[config.mk]
export PLATFORM = sky130hd
export DESIGN_NAME = cetu_top
export DESIGN_NICKNAME = d
export VERILOG_FILES = /design/src/cetu_pkg.sv /design/src/cetu_top.sv /design/src/cetu_line_edge.sv
export SDC_FILE = /design/constraint.sdc
export NUM_CORES = 1
export LEC_CHECK = 0
export BUFFER_PORTS_ARGS = -buffer_cell sky130_fd_sc_hd__buf_2
export CAP_MARGIN = 20
export CELL_PAD_IN_SITES_DETAIL_PLACEMENT = 0
export CELL_PAD_IN_SITES_GLOBAL_PLACEMENT = 1
export CORE_MARGIN = 3
export CORE_UTILIZATION = 43
export CTS_CLUSTER_DIAMETER = 60
export DETAILED_ROUTE_END_ITERATION = 12
export GPL_TIMING_DRIVEN = 0
export PLACE_DENSITY = 0.79
export SYNTH_ARGS = -nofsm -noshare
export SYNTH_HDL_FRONTEND = slang
export SYNTH_SLANG_ARGS = --single-unit
[constraint.sdc]
create_clock -name clk -period 3.34 [get_ports clk]
set_input_delay 0.501 -clock clk [delete_from_list [all_inputs] [get_ports clk]]
set_output_delay 0.501 -clock clk [all_outputs]
set_load 0.05 [all_outputs]
[src/cetu_pkg.sv]
// What this block does
// - latch command copies running counter to snapshot
// - snapshot is read-only, full 64 bits
// - clear command zeroes the timestamp counter
// - source select; on-chip clock advances counter
// - read-only ticks per second value
// - selector picks event for enable access
// - acquisition begin event when enabled
// - acquisition finish event when enabled
// - frame begin event at first exposure delay
// - frame finish event when enabled
// - accepted frame trigger event when enabled
// - invalid-region frame trigger rejected and reported
// - image dropped event on memory exhaustion
// - invalid-region line trigger rejected and reported
// - deferred line trigger reported when enabled
// - io line one change event when enabled
// - enable setting: off, on, legacy
// - input edge select; outputs fire at pulse start
// - overrun disables all events except overrun, sends overrun event
package cetu_pkg;
    localparam int NUM_EVT = 11;
    localparam int ADDR_W = 8;

    // register byte offsets
    localparam logic [ADDR_W-1:0] OFF_CMD = 8'h00;
    localparam logic [ADDR_W-1:0] OFF_SNAP_LO = 8'h04;
    localparam logic [ADDR_W-1:0] OFF_SNAP_HI = 8'h08;
    localparam logic [ADDR_W-1:0] OFF_SRC = 8'h0C;
    localparam logic [ADDR_W-1:0] OFF_TICKS = 8'h10;
    localparam logic [ADDR_W-1:0] OFF_EVT_SEL = 8'h14;
    localparam logic [ADDR_W-1:0] OFF_NOTIFY = 8'h18;
    localparam logic [ADDR_W-1:0] OFF_EDGE = 8'h1C;
    localparam logic [ADDR_W-1:0] OFF_STATUS = 8'h20;

    // field positions
    localparam int CMD_LATCH_BIT = 0;
    localparam int CMD_CLEAR_BIT = 1;
    localparam int STAT_BUSY_BIT = 0;
    localparam int STAT_OVERRUN_BIT = 1;

    // one tick per 250 MHz clock
    localparam logic [31:0] TICKS_PER_SEC = 32'h0EE6B280;
    localparam logic [63:0] TS_ONE = 64'h0000000000000001;
    localparam logic [63:0] TS_ZERO = 64'h0000000000000000;
    localparam logic [31:0] RD_ZERO = 32'h00000000;
    localparam logic [3:0] SEL_RST = 4'h0;

    typedef enum logic [1:0] {
        NOTIFY_OFF = 2'h0,
        NOTIFY_ON = 2'h1,
        NOTIFY_LEGACY = 2'h2
    } cetu_notify_t;

    typedef enum logic [1:0] {
        EDGE_RISE = 2'h0,
        EDGE_FALL = 2'h1,
        EDGE_ANY = 2'h2
    } cetu_edge_t;

    typedef enum logic [0:0] {
        TS_SRC_ONCHIP_CLOCK = 1'h0
    } cetu_src_t;

    typedef enum logic [3:0] {
        EVT_ACQ_BEGIN = 4'h0,
        EVT_ACQ_FINISH = 4'h1,
        EVT_FRAME_BEGIN = 4'h2,
        EVT_FRAME_FINISH = 4'h3,
        EVT_FRAME_TRIG_OK = 4'h4,
        EVT_FRAME_TRIG_REJECT = 4'h5,
        EVT_IMAGE_DROPPED = 4'h6,
        EVT_LINE_TRIG_REJECT = 4'h7,
        EVT_LINE_TRIG_DEFERRED = 4'h8,
        EVT_IO_LINE_ONE_CHANGE = 4'h9,
        EVT_MESSAGE_OVERRUN = 4'hA
    } cetu_evt_t;
endpackage

[src/cetu_top.sv]
module cetu_top (
    // clock and reset
    input wire logic clk,
    input wire logic srst,
    // apb slave
    input wire logic psel,
    input wire logic penable,
    input wire logic pwrite,
    input wire logic [cetu_pkg::ADDR_W-1:0] paddr,
    input wire logic [31:0] pwdata,
    output logic [31:0] prdata,
    output logic pready,
    output logic pslverr,
    // acquisition events, one-cycle pulses
    input wire logic acqBegin,
    input wire logic acqFinish,
    input wire logic frameBegin,
    input wire logic frameFinish,
    input wire logic imageDropped,
    // triggers
    input wire logic frameTrigReq,
    input wire logic frameTrigInvalid,
    output logic frameTrigAccept,
    input wire logic lineTrigReq,
    input wire logic lineTrigInvalid,
    input wire logic lineTrigDefer,
    output logic lineTrigAccept,
    // io line one
    input wire logic ioLineOnePin,
    input wire logic ioLineOneIsOutput,
    input wire logic ioLineOnePulseStart,
    // control channel messages
    output logic msgValid,
    input wire logic msgReady,
    output logic [3:0] msgEvent,
    output logic msgLegacy,
    output logic [63:0] msgStamp
);
    localparam int N = cetu_pkg::NUM_EVT;
    localparam int OVR = int'(cetu_pkg::EVT_MESSAGE_OVERRUN);

    typedef struct packed {
        logic [63:0] tsCount;
        logic [63:0] tsSnap;
        cetu_pkg::cetu_src_t tsSrc;
        logic [3:0] evtSel;
        logic [N-1:0][1:0] notify;
        cetu_pkg::cetu_edge_t edgeSel;
        logic [N-1:0] pend;
        logic [N-1:0] pendLegacy;
        logic msgValid;
        logic [3:0] msgEvent;
        logic msgLegacy;
        logic [63:0] msgStamp;
        logic overrunSeen;
        logic [31:0] rdData;
        logic rdErr;
    } cetu_state_t;

    cetu_state_t s_q;
    cetu_state_t s_d;
    logic [N-1:0] ev;
    logic ioChange;
    logic setup;
    logic access;
    logic wrAcc;
    logic sendFree;
    logic found;
    logic overflow;

    function automatic logic isMapped(input logic [cetu_pkg::ADDR_W-1:0] a);
        isMapped = (a == cetu_pkg::OFF_CMD) || (a == cetu_pkg::OFF_SNAP_LO)
            || (a == cetu_pkg::OFF_SNAP_HI) || (a == cetu_pkg::OFF_SRC)
            || (a == cetu_pkg::OFF_TICKS) || (a == cetu_pkg::OFF_EVT_SEL)
            || (a == cetu_pkg::OFF_NOTIFY) || (a == cetu_pkg::OFF_EDGE)
            || (a == cetu_pkg::OFF_STATUS);
    endfunction

    function automatic logic [31:0] regRead(input cetu_state_t s,
        input logic [cetu_pkg::ADDR_W-1:0] a);
        regRead = cetu_pkg::RD_ZERO;
        if (a == cetu_pkg::OFF_SNAP_LO) begin
            regRead = s.tsSnap[31:0];
        end else if (a == cetu_pkg::OFF_SNAP_HI) begin
            regRead = s.tsSnap[63:32];
        end else if (a == cetu_pkg::OFF_SRC) begin
            regRead[0] = s.tsSrc;
        end else if (a == cetu_pkg::OFF_TICKS) begin
            regRead = cetu_pkg::TICKS_PER_SEC;
        end else if (a == cetu_pkg::OFF_EVT_SEL) begin
            regRead[3:0] = s.evtSel;
        end else if (a == cetu_pkg::OFF_NOTIFY) begin
            regRead[1:0] = s.notify[s.evtSel];
        end else if (a == cetu_pkg::OFF_EDGE) begin
            regRead[1:0] = s.edgeSel;
        end else if (a == cetu_pkg::OFF_STATUS) begin
            regRead[cetu_pkg::STAT_BUSY_BIT] = s.msgValid;
            regRead[cetu_pkg::STAT_OVERRUN_BIT] = s.overrunSeen;
        end
    endfunction

    cetu_line_edge u_line_edge (
        .clk(clk),
        .srst(srst),
        .linePin(ioLineOnePin),
        .isOutput(ioLineOneIsOutput),
        .pulseStart(ioLineOnePulseStart),
        .edgeSel(s_q.edgeSel),
        .changePulse(ioChange)
    );

    // trigger qualification
    assign frameTrigAccept = frameTrigReq & ~frameTrigInvalid;
    assign lineTrigAccept = lineTrigReq & ~lineTrigInvalid;

    always_comb begin
        ev = '0;
        ev[int'(cetu_pkg::EVT_ACQ_BEGIN)] = acqBegin;
        ev[int'(cetu_pkg::EVT_ACQ_FINISH)] = acqFinish;
        ev[int'(cetu_pkg::EVT_FRAME_BEGIN)] = frameBegin;
        ev[int'(cetu_pkg::EVT_FRAME_FINISH)] = frameFinish;
        ev[int'(cetu_pkg::EVT_FRAME_TRIG_OK)] = frameTrigAccept;
        ev[int'(cetu_pkg::EVT_FRAME_TRIG_REJECT)] =
            frameTrigReq & frameTrigInvalid;
        ev[int'(cetu_pkg::EVT_IMAGE_DROPPED)] = imageDropped;
        ev[int'(cetu_pkg::EVT_LINE_TRIG_REJECT)] =
            lineTrigReq & lineTrigInvalid & ~lineTrigDefer;
        ev[int'(cetu_pkg::EVT_LINE_TRIG_DEFERRED)] =
            lineTrigReq & lineTrigInvalid & lineTrigDefer;
        ev[int'(cetu_pkg::EVT_IO_LINE_ONE_CHANGE)] = ioChange;
    end

    assign setup = psel & ~penable;
    assign access = psel & penable;
    assign wrAcc = access & pwrite & isMapped(paddr);

    always_comb begin
        s_d = s_q;
        found = 1'b0;
        overflow = 1'b0;
        // counter runs on the on-chip clock
        if (s_q.tsSrc == cetu_pkg::TS_SRC_ONCHIP_CLOCK) begin
            s_d.tsCount = s_q.tsCount + cetu_pkg::TS_ONE;
        end
        // read data captured in setup phase
        if (setup) begin
            s_d.rdData = regRead(s_q, paddr);
            s_d.rdErr = ~isMapped(paddr);
        end
        if (wrAcc) begin
            if (paddr == cetu_pkg::OFF_CMD) begin
                if (pwdata[cetu_pkg::CMD_LATCH_BIT]) begin
                    s_d.tsSnap = s_q.tsCount;
                end
                if (pwdata[cetu_pkg::CMD_CLEAR_BIT]) begin
                    s_d.tsCount = cetu_pkg::TS_ZERO;
                end
            end else if (paddr == cetu_pkg::OFF_SRC) begin
                if (pwdata[0] == cetu_pkg::TS_SRC_ONCHIP_CLOCK) begin
                    s_d.tsSrc = cetu_pkg::TS_SRC_ONCHIP_CLOCK;
                end
            end else if (paddr == cetu_pkg::OFF_EVT_SEL) begin
                if (pwdata[31:4] == 28'h0000000
                    && pwdata[3:0] <= cetu_pkg::EVT_MESSAGE_OVERRUN) begin
                    s_d.evtSel = pwdata[3:0];
                end
            end else if (paddr == cetu_pkg::OFF_NOTIFY) begin
                if (pwdata[1:0] != 2'h3) begin
                    s_d.notify[s_q.evtSel] = pwdata[1:0];
                end
            end else if (paddr == cetu_pkg::OFF_EDGE) begin
                if (pwdata[1:0] != 2'h3) begin
                    s_d.edgeSel = cetu_pkg::cetu_edge_t'(pwdata[1:0]);
                end
            end else if (paddr == cetu_pkg::OFF_STATUS) begin
                if (pwdata[cetu_pkg::STAT_OVERRUN_BIT]) begin
                    s_d.overrunSeen = 1'b0;
                end
            end
        end
        // message sender, lowest pending code first
        sendFree = ~s_q.msgValid | msgReady;
        if (s_q.msgValid & msgReady) begin
            s_d.msgValid = 1'b0;
        end
        if (sendFree) begin
            for (int i = 0; i < N; i++) begin
                if (!found && s_q.pend[i]) begin
                    found = 1'b1;
                    s_d.msgValid = 1'b1;
                    s_d.msgEvent = 4'(i);
                    s_d.msgLegacy = s_q.pendLegacy[i];
                    s_d.msgStamp = s_q.tsCount;
                    s_d.pend[i] = 1'b0;
                end
            end
        end
        // event capture, a set wins over the send clear
        for (int i = 0; i < N; i++) begin
            if (ev[i] && s_q.notify[i] != cetu_pkg::NOTIFY_OFF) begin
                if (s_q.pend[i] && s_d.pend[i]) begin
                    overflow = 1'b1;
                end else begin
                    s_d.pend[i] = 1'b1;
                    s_d.pendLegacy[i] =
                        (s_q.notify[i] == cetu_pkg::NOTIFY_LEGACY);
                end
            end
        end
        if (overflow) begin
            for (int i = 0; i < N; i++) begin
                if (i != OVR) begin
                    s_d.notify[i] = cetu_pkg::NOTIFY_OFF;
                end
            end
            s_d.pend[OVR] = 1'b1;
            s_d.pendLegacy[OVR] =
                (s_q.notify[OVR] == cetu_pkg::NOTIFY_LEGACY);
            s_d.overrunSeen = 1'b1;
        end
    end

    always_ff @(posedge clk) begin
        if (srst) begin
            s_q <= '0;
            s_q.evtSel <= cetu_pkg::SEL_RST;
        end else begin
            s_q <= s_d;
        end
    end

    // bus answers with no wait state
    assign pready = 1'b1;
    assign pslverr = access & s_q.rdErr;
    assign prdata = s_q.rdData;
    assign msgValid = s_q.msgValid;
    assign msgEvent = s_q.msgEvent;
    assign msgLegacy = s_q.msgLegacy;
    assign msgStamp = s_q.msgStamp;

    localparam logic [63:0] TS_ONE_L = cetu_pkg::TS_ONE;
    logic wrCmd;
    assign wrCmd = wrAcc && paddr == cetu_pkg::OFF_CMD;
endmodule

[src/cetu_line_edge.sv]
module cetu_line_edge (
    // clock and reset
    input wire logic clk,
    input wire logic srst,
    // line
    input wire logic linePin,
    input wire logic isOutput,
    input wire logic pulseStart,
    input wire cetu_pkg::cetu_edge_t edgeSel,
    // event
    output logic changePulse
);
    typedef struct packed {
        logic sync1;
        logic sync2;
        logic prev;
        logic pulse;
    } cetu_edge_state_t;

    cetu_edge_state_t s_q;
    cetu_edge_state_t s_d;
    logic rise;
    logic fall;

    always_comb begin
        s_d = s_q;
        s_d.sync1 = linePin;
        s_d.sync2 = s_q.sync1;
        s_d.prev = s_q.sync2;
        rise = s_q.sync2 & ~s_q.prev;
        fall = ~s_q.sync2 & s_q.prev;
        if (isOutput) begin
            s_d.pulse = pulseStart;
        end else if (edgeSel == cetu_pkg::EDGE_RISE) begin
            s_d.pulse = rise;
        end else if (edgeSel == cetu_pkg::EDGE_FALL) begin
            s_d.pulse = fall;
        end else begin
            s_d.pulse = rise | fall;
        end
    end

    always_ff @(posedge clk) begin
        if (srst) begin
            s_q <= '0;
        end else begin
            s_q <= s_d;
        end
    end

    assign changePulse = s_q.pulse;
endmodule

; Yosys cells after proc, flatten, opt, wreduce, memory -nomap -nowiden
; Cells that the tools add are included.
[totals]
out_inout_bits = 106
regBits = 286
input_bits = 59
wordCells = 321
[op_classes]
n_bitwise = 38
n_reduce_logical = 87
magnitude_cmp = 3
n_eq_ne = 26
addsub = 1
mux = 127
[op_table]
columns = op, count
row1 = $mux W70, 12
row2 = $mux W157, 1
row3 = $mux W128, 1
row4 = $mux W64, 2
row5 = $mux W1, 85
row6 = $add A64 B1 Y64 const B, 1
row7 = $mux W32, 2
row8 = $mux W28, 2
row9 = $mux W24, 2
row10 = $mux W22, 2
row11 = $eq A8 B5 Y1 const B, 4
row12 = $logic_and A1 B1 Y1, 32
row13 = $mux W31, 1
row14 = $reduce_bool A2 Y1, 15
row15 = $logic_not A28 Y1, 1
row16 = $reduce_and A2 Y1, 12
row17 = $bwmux W22, 1
row18 = $eq A2 B2 Y1 const B, 11
row19 = $not A1 Y1, 22
row20 = $mux W2, 10
row21 = $eq A8 B4 Y1 const B, 2
row22 = $and A1 B1 Y1, 14
row23 = $mux W4, 3
row24 = $ne A2 B2 Y1 const B, 6
row25 = other kinds (21), 38

; Longest topological paths before layout
[logic_depth]
word_depth = 66
depth_mapped = 11

; Hierarchy
; A second synthesis with hierarchy kept.
[unflattened]
hier_cells = 1551
hier_area_um2 = 12540.8
[modules_own_cells]
columns = module, n_inst, area_per_inst_um2, seq_area_each_um2, cells_each
row1 = cetu_top, 1, 12370.6, 5645.4, 1535
row2 = cetu_line_edge, 1, 170.2, 80.1, 16

; Worst setup path after synthesis
; No wires, ideal clock.
[synth_timing]
path_kind = input to register
startpoint = input port paddr[1] in the netlist's numbering
endpoint = register with a tool-made name
path_stages = 7
setup_slack_ns = 0.767
arrival_ns = 2.455
path_cell_list = or4_1 > clkbuf_2 > nor3_2 > nand3_1 > or4b_2 > mux2i_1 > nor2_1
[synth_rtl]
columns = element, line
row1 = "start, declared", cetu_top.sv:9  ; input wire logic [cetu_pkg::ADDR_W-1:0] paddr,

; Worst setup path in the final report
[layout_timing]
startpoint = input port paddr[1] in the netlist's numbering
endpoint = register s_q[224] in the netlist's numbering
[layout_between]
elab_chain_len = 11
[layout_lines]
columns = element, line
row1 = $eq A8 B3 Y1 / $logic_not A8 Y1 (equally long branches), --
row2 = $logic_or A1 B1 Y1, cetu_top.sv:72  ; isMapped = (a == cetu_pkg::OFF_CMD) || (a == cetu_pkg::OFF_SNAP_LO)
row3 = $logic_or A1 B1 Y1 (2 in series), cetu_top.sv:73  ; || (a == cetu_pkg::OFF_SNAP_HI) || (a == cetu_pkg::OFF_SRC)
row4 = $logic_or A1 B1 Y1 (2 in series), cetu_top.sv:74  ; || (a == cetu_pkg::OFF_TICKS) || (a == cetu_pkg::OFF_EVT_SEL)
row5 = $logic_or A1 B1 Y1 (2 in series), cetu_top.sv:75  ; || (a == cetu_pkg::OFF_NOTIFY) || (a == cetu_pkg::OFF_EDGE)
row6 = $logic_or A1 B1 Y1, cetu_top.sv:76  ; || (a == cetu_pkg::OFF_STATUS);
row7 = $and A1 B1 Y1, cetu_top.sv:135  ; assign wrAcc = access & pwrite & isMapped(paddr);
row8 = $mux W157 (*), cetu_top.sv:150  ; if (wrAcc) begin
row9 = "end, declared", cetu_top.sv:60  ; cetu_state_t s_q;
; Mark *: on every way between the ends. The rest lies on a longest branch, timed or not.
; A chain may end at the register's enable or synchronous reset.

==> qor.tcl <==
set qor(run_status) {finished clean}
set qor(power_leakage_nw) 5.84
set qor(post_synthesis_net_count) 1644
set qor(drc_errors) 0
set qor(fin_hold_ws_ns) 0.153
set qor(cts.path.max_buffers) 3
set qor(worstPathRequired_ns) 3.77
set qor(cts-buffers-inserted) 31
set qor(detail_route.wl_per_cell_um) 17.2
set qor(worst-endpoint-arrival_ns) 3.60
set qor(post_cts.repair.setup_buffers) 0
set qor(period_utilisation_layout_pct) 94.8
set qor(overall_fraction_of_global_route_tracks_in_use_pct) 23.1
set qor(pre_repair_dr_iteration_count) 5
set qor(criticalPathCategory) {in2reg}
set qor(power_w) 0.00736
set qor(final_worst_path_period_need_ns) 3.17
set qor(synth.avg_cell_area_um2) 8.09
set qor(max_frequency_ghz) 0.316
set qor(drive_gt1_share_pct) 21.0
set qor(proportion_of_power_drawn_by_flip_flops_and_latches_pct) 46.8
set qor(timing.critical_path.fanout_max) 10
set qor(io_buffer_count) 159
set qor(dpl.hpwl_um) 28500
set qor(numClockSinks) 286
set qor(die-width_um) 179
set qor(synth_enable_flop_cells) 0
set qor(io_pins) 165
set qor(cts.htree.levels) 1
set qor(insertedDiodeCount) 0
set qor(ys.flop_type) {dfxtp_1}
set qor(number_of_distinct_library_cells_after_synthesis) 64
set qor(power.net_switching_w) 0.00163
set qor(grt_start_max_net_pins) 16
set qor(fillers) 2920
set qor(cts_tree) {yes}
set qor(hold_viol) 0
set qor(number_of_global_route_vias_before_repair) 10800
set qor(synth_top_family_by_area) {simple AND/OR/NAND/NOR gates}
set qor(synth_compound_gate_area_share_pct) 14.0
set qor(async_reset_ff_share_pct) 0
set qor(worst_pin_slew_ns) 1.15
set qor(postRouteAntennaNets) 0
set qor(final_core_utilization_pct) 52.3
set qor(start_kind) {primary input}
set qor(area_growth_syn_to_layout_pct) 18.5
set qor(clock_skew_ns) 0.0159
set qor(cts.reportedPaths.clkPinSlew_ns) 0.06
set qor(drt_wl_total_um) 37600
set qor(cts_root_buffer) {clkbuf_16}
set qor(dieArea_mm2) 0.0319
set qor(num_vias) 11400
set qor(maxSlewViolCount) 0
set qor(yosys.area_share.xor_xnor_pct) 3.70
set qor(power.combinational.fraction_pct) 4.2
set qor(num-nets-final) 1837
set qor(yosys_warnings) 0
set qor(cap_viol_max_count) 0
set qor(die_h_um) 179
set qor(place.detailed.instances) 2125
set qor(slew-limit-headroom_pct) 23.0
set qor(place.gp.congestion) 0.938
set qor(detail_route.iter0.violations) 832
set qor(syn-cell-area_mm2) 0.0128
set qor(number_of_antenna_violations_at_the_first_check_in_global_routing) 0
set qor(synth_seq_area_share_pct) 44.7
set qor(final-instance-count-excl-fill) 2181
set qor(post_drt_via_cell_ratio) 5.24
set qor(globalRoute.totalOverflow) 0
set qor(synth_simple_gate_area_share_pct) 23.6
set qor(timing.critical_path.to_type) {flip-flop}
set qor(setup_viol) 0
set qor(post_synthesis_mux_area_share_pct) 3.45
set qor(start_util_pct) 44.1
set qor(netSwitchingFraction_pct) 22.1
set qor(rsz_0062_raised_after_global_routing) {no}
set qor(postSynthCellCount) 1582
set qor(power.clock.fraction_pct) 49.0
set qor(core_area_mm2) 0.0290
set qor(first_pass_grt_wire_length_um) 58500
set qor(row_count) 62
set qor(clock_latency_ns) 0.57
set qor(ir_drop_mv) 0.315
set qor(synth-seq-cells) 286
set qor(power_report.internal_total_w) 0.00573
set qor(hold_path.class) {in2reg}
set qor(post_synth_fa_ha_maj_area_fraction_pct) 0.293
set qor(power_density_mw_per_mm2) 486
==> repair_timing <==
action,CTS,global route
endpoints found under the setup margin,0,6
gates resized for setup,0,1
hold buffers,0,0
==> critical path, cell delays in order <==
cell and delay (ns):
buf_2 0.10, or4_1 0.51, clkbuf_2 0.20, nor3_1 0.58
nand3_1 0.18, nand2_1 0.18, clkbuf_1 0.63, clkbuf_1 0.58
nor2_1 0.12
==> cells in the final DEF, fill, tap and decap left out, types with 20 or more instances in the layout <==
cell,count
nand2_1,337
dfxtp_1,286
buf_2,178
a21oi_1,169
nor2_1,139
buf_4,102
clkbuf_1,74
nor3_1,46
mux2i_1,34
xnor2_1,34
nand3_1,33
o21ai_0,33
clkbuf_16,31
inv_1,25
xor2_1,20
==> worst paths after layout <==
check | startpoint | depth (start not counted) | end | slack [ns]
worst max-delay path | paddr[1] | 9 | s_q[224] | 0.17
worst min-delay path | frameBegin | 2 | s_q[106] | 0.15
worst max register to register | s_q[222] | 6 | s_q[281] | 0.23
worst min register to register | u_line_edge.s_d[2] | 1 | u_line_edge.s_d[1] | 0.44
==> sequential cells by signal (all words and copies together) (netlist names), named ones only <==
name,cells
u_line_edge.changePulse,1
u_line_edge.s_q,1
msgValid,1
prdata,32
msgStamp,64
u_line_edge.s_d,2
msgLegacy,1
s_q,158
msgEvent,4
==> logic make-up after synthesis <==
logic type / Yosys count
AO/OA/AOI/OAI: 295
XOR/XNOR: 54
adder cells (fa/ha/maj): 3
buffers and inverters: 226
flip-flops: 286
multiplexers: 39
other: 1
AND/OR/NAND/NOR: 678
==> power by group through the flow <==
stage	Combinational [W]	Sequential (W)	Clock (W)
finish	0.000307	0.00345	0.00361
floorplan	0.000195	0.00351	0
global placement	0.000303	0.00352	0
detailed placement	0.000306	0.00352	0
global route	0.000333	0.00345	0.00381
CTS	0.000307	0.00345	0.00366
==> cells in the mapped netlist (7+ instances only) <==
cell type	n	area, um2
nand2_1	337	1260
nand3_1	33	165
xor2_1	20	175
xnor2_1	34	298
a221oi_1	17	149
a21oi_1	169	846
buf_2	18	90.1
nor4_1	20	125
dfxtp_1	286	5730
clkbuf_1	70	263
o21ai_0	33	165
inv_1	25	93.8
a21oi_2	10	87.6
and3_1	7	43.8
nor3_1	46	230
buf_4	102	766
nor2_1	139	522
nand2_2	10	62.6
nand4_1	17	106
nor2b_1	16	100
mux2i_1	34	340
or3_1	11	68.8
o211ai_1	19	143
or4_1	7	52.6
nand2b_1	10	62.6
==> final cells by class <==
class                   count  area, um2  share of cell area (%)
well taps                 384        480                    3.17
multi-input cells        1070       5780                    38.1
flip-flops and latches    286       5730                    37.8
clock buffers              41        873                    5.76
clock inverters            14        203                    1.34
plain buffers             201       1200                    7.94
repair buffers            160        801                    5.28
inverters                  25       93.8                   0.619
==> routing by layer <==
metal / share of wire, % / vias up / track usage [%]
li1: - / 5659 / -
met1: 47 / 5375 / 33.4
met2: 44 / 327 / 36.5
met3: 6.8 / 59 / 3.43
met4: 1.9 / 0 / 5.23
met5: 0 / - / 0
==> metrics by stage <==
step	cell area, um2	setup WS [ns]	TNS (ns)
finish	15200	0.172	0
global route	15200	0.0534	0
CTS	15100	0.173	0
detailed placement	14100	-0.326	-10.89
global placement	14100	-0.252	-8.68
floorplan	12800	0.767	0
Power figures use the tool's default switching activity.
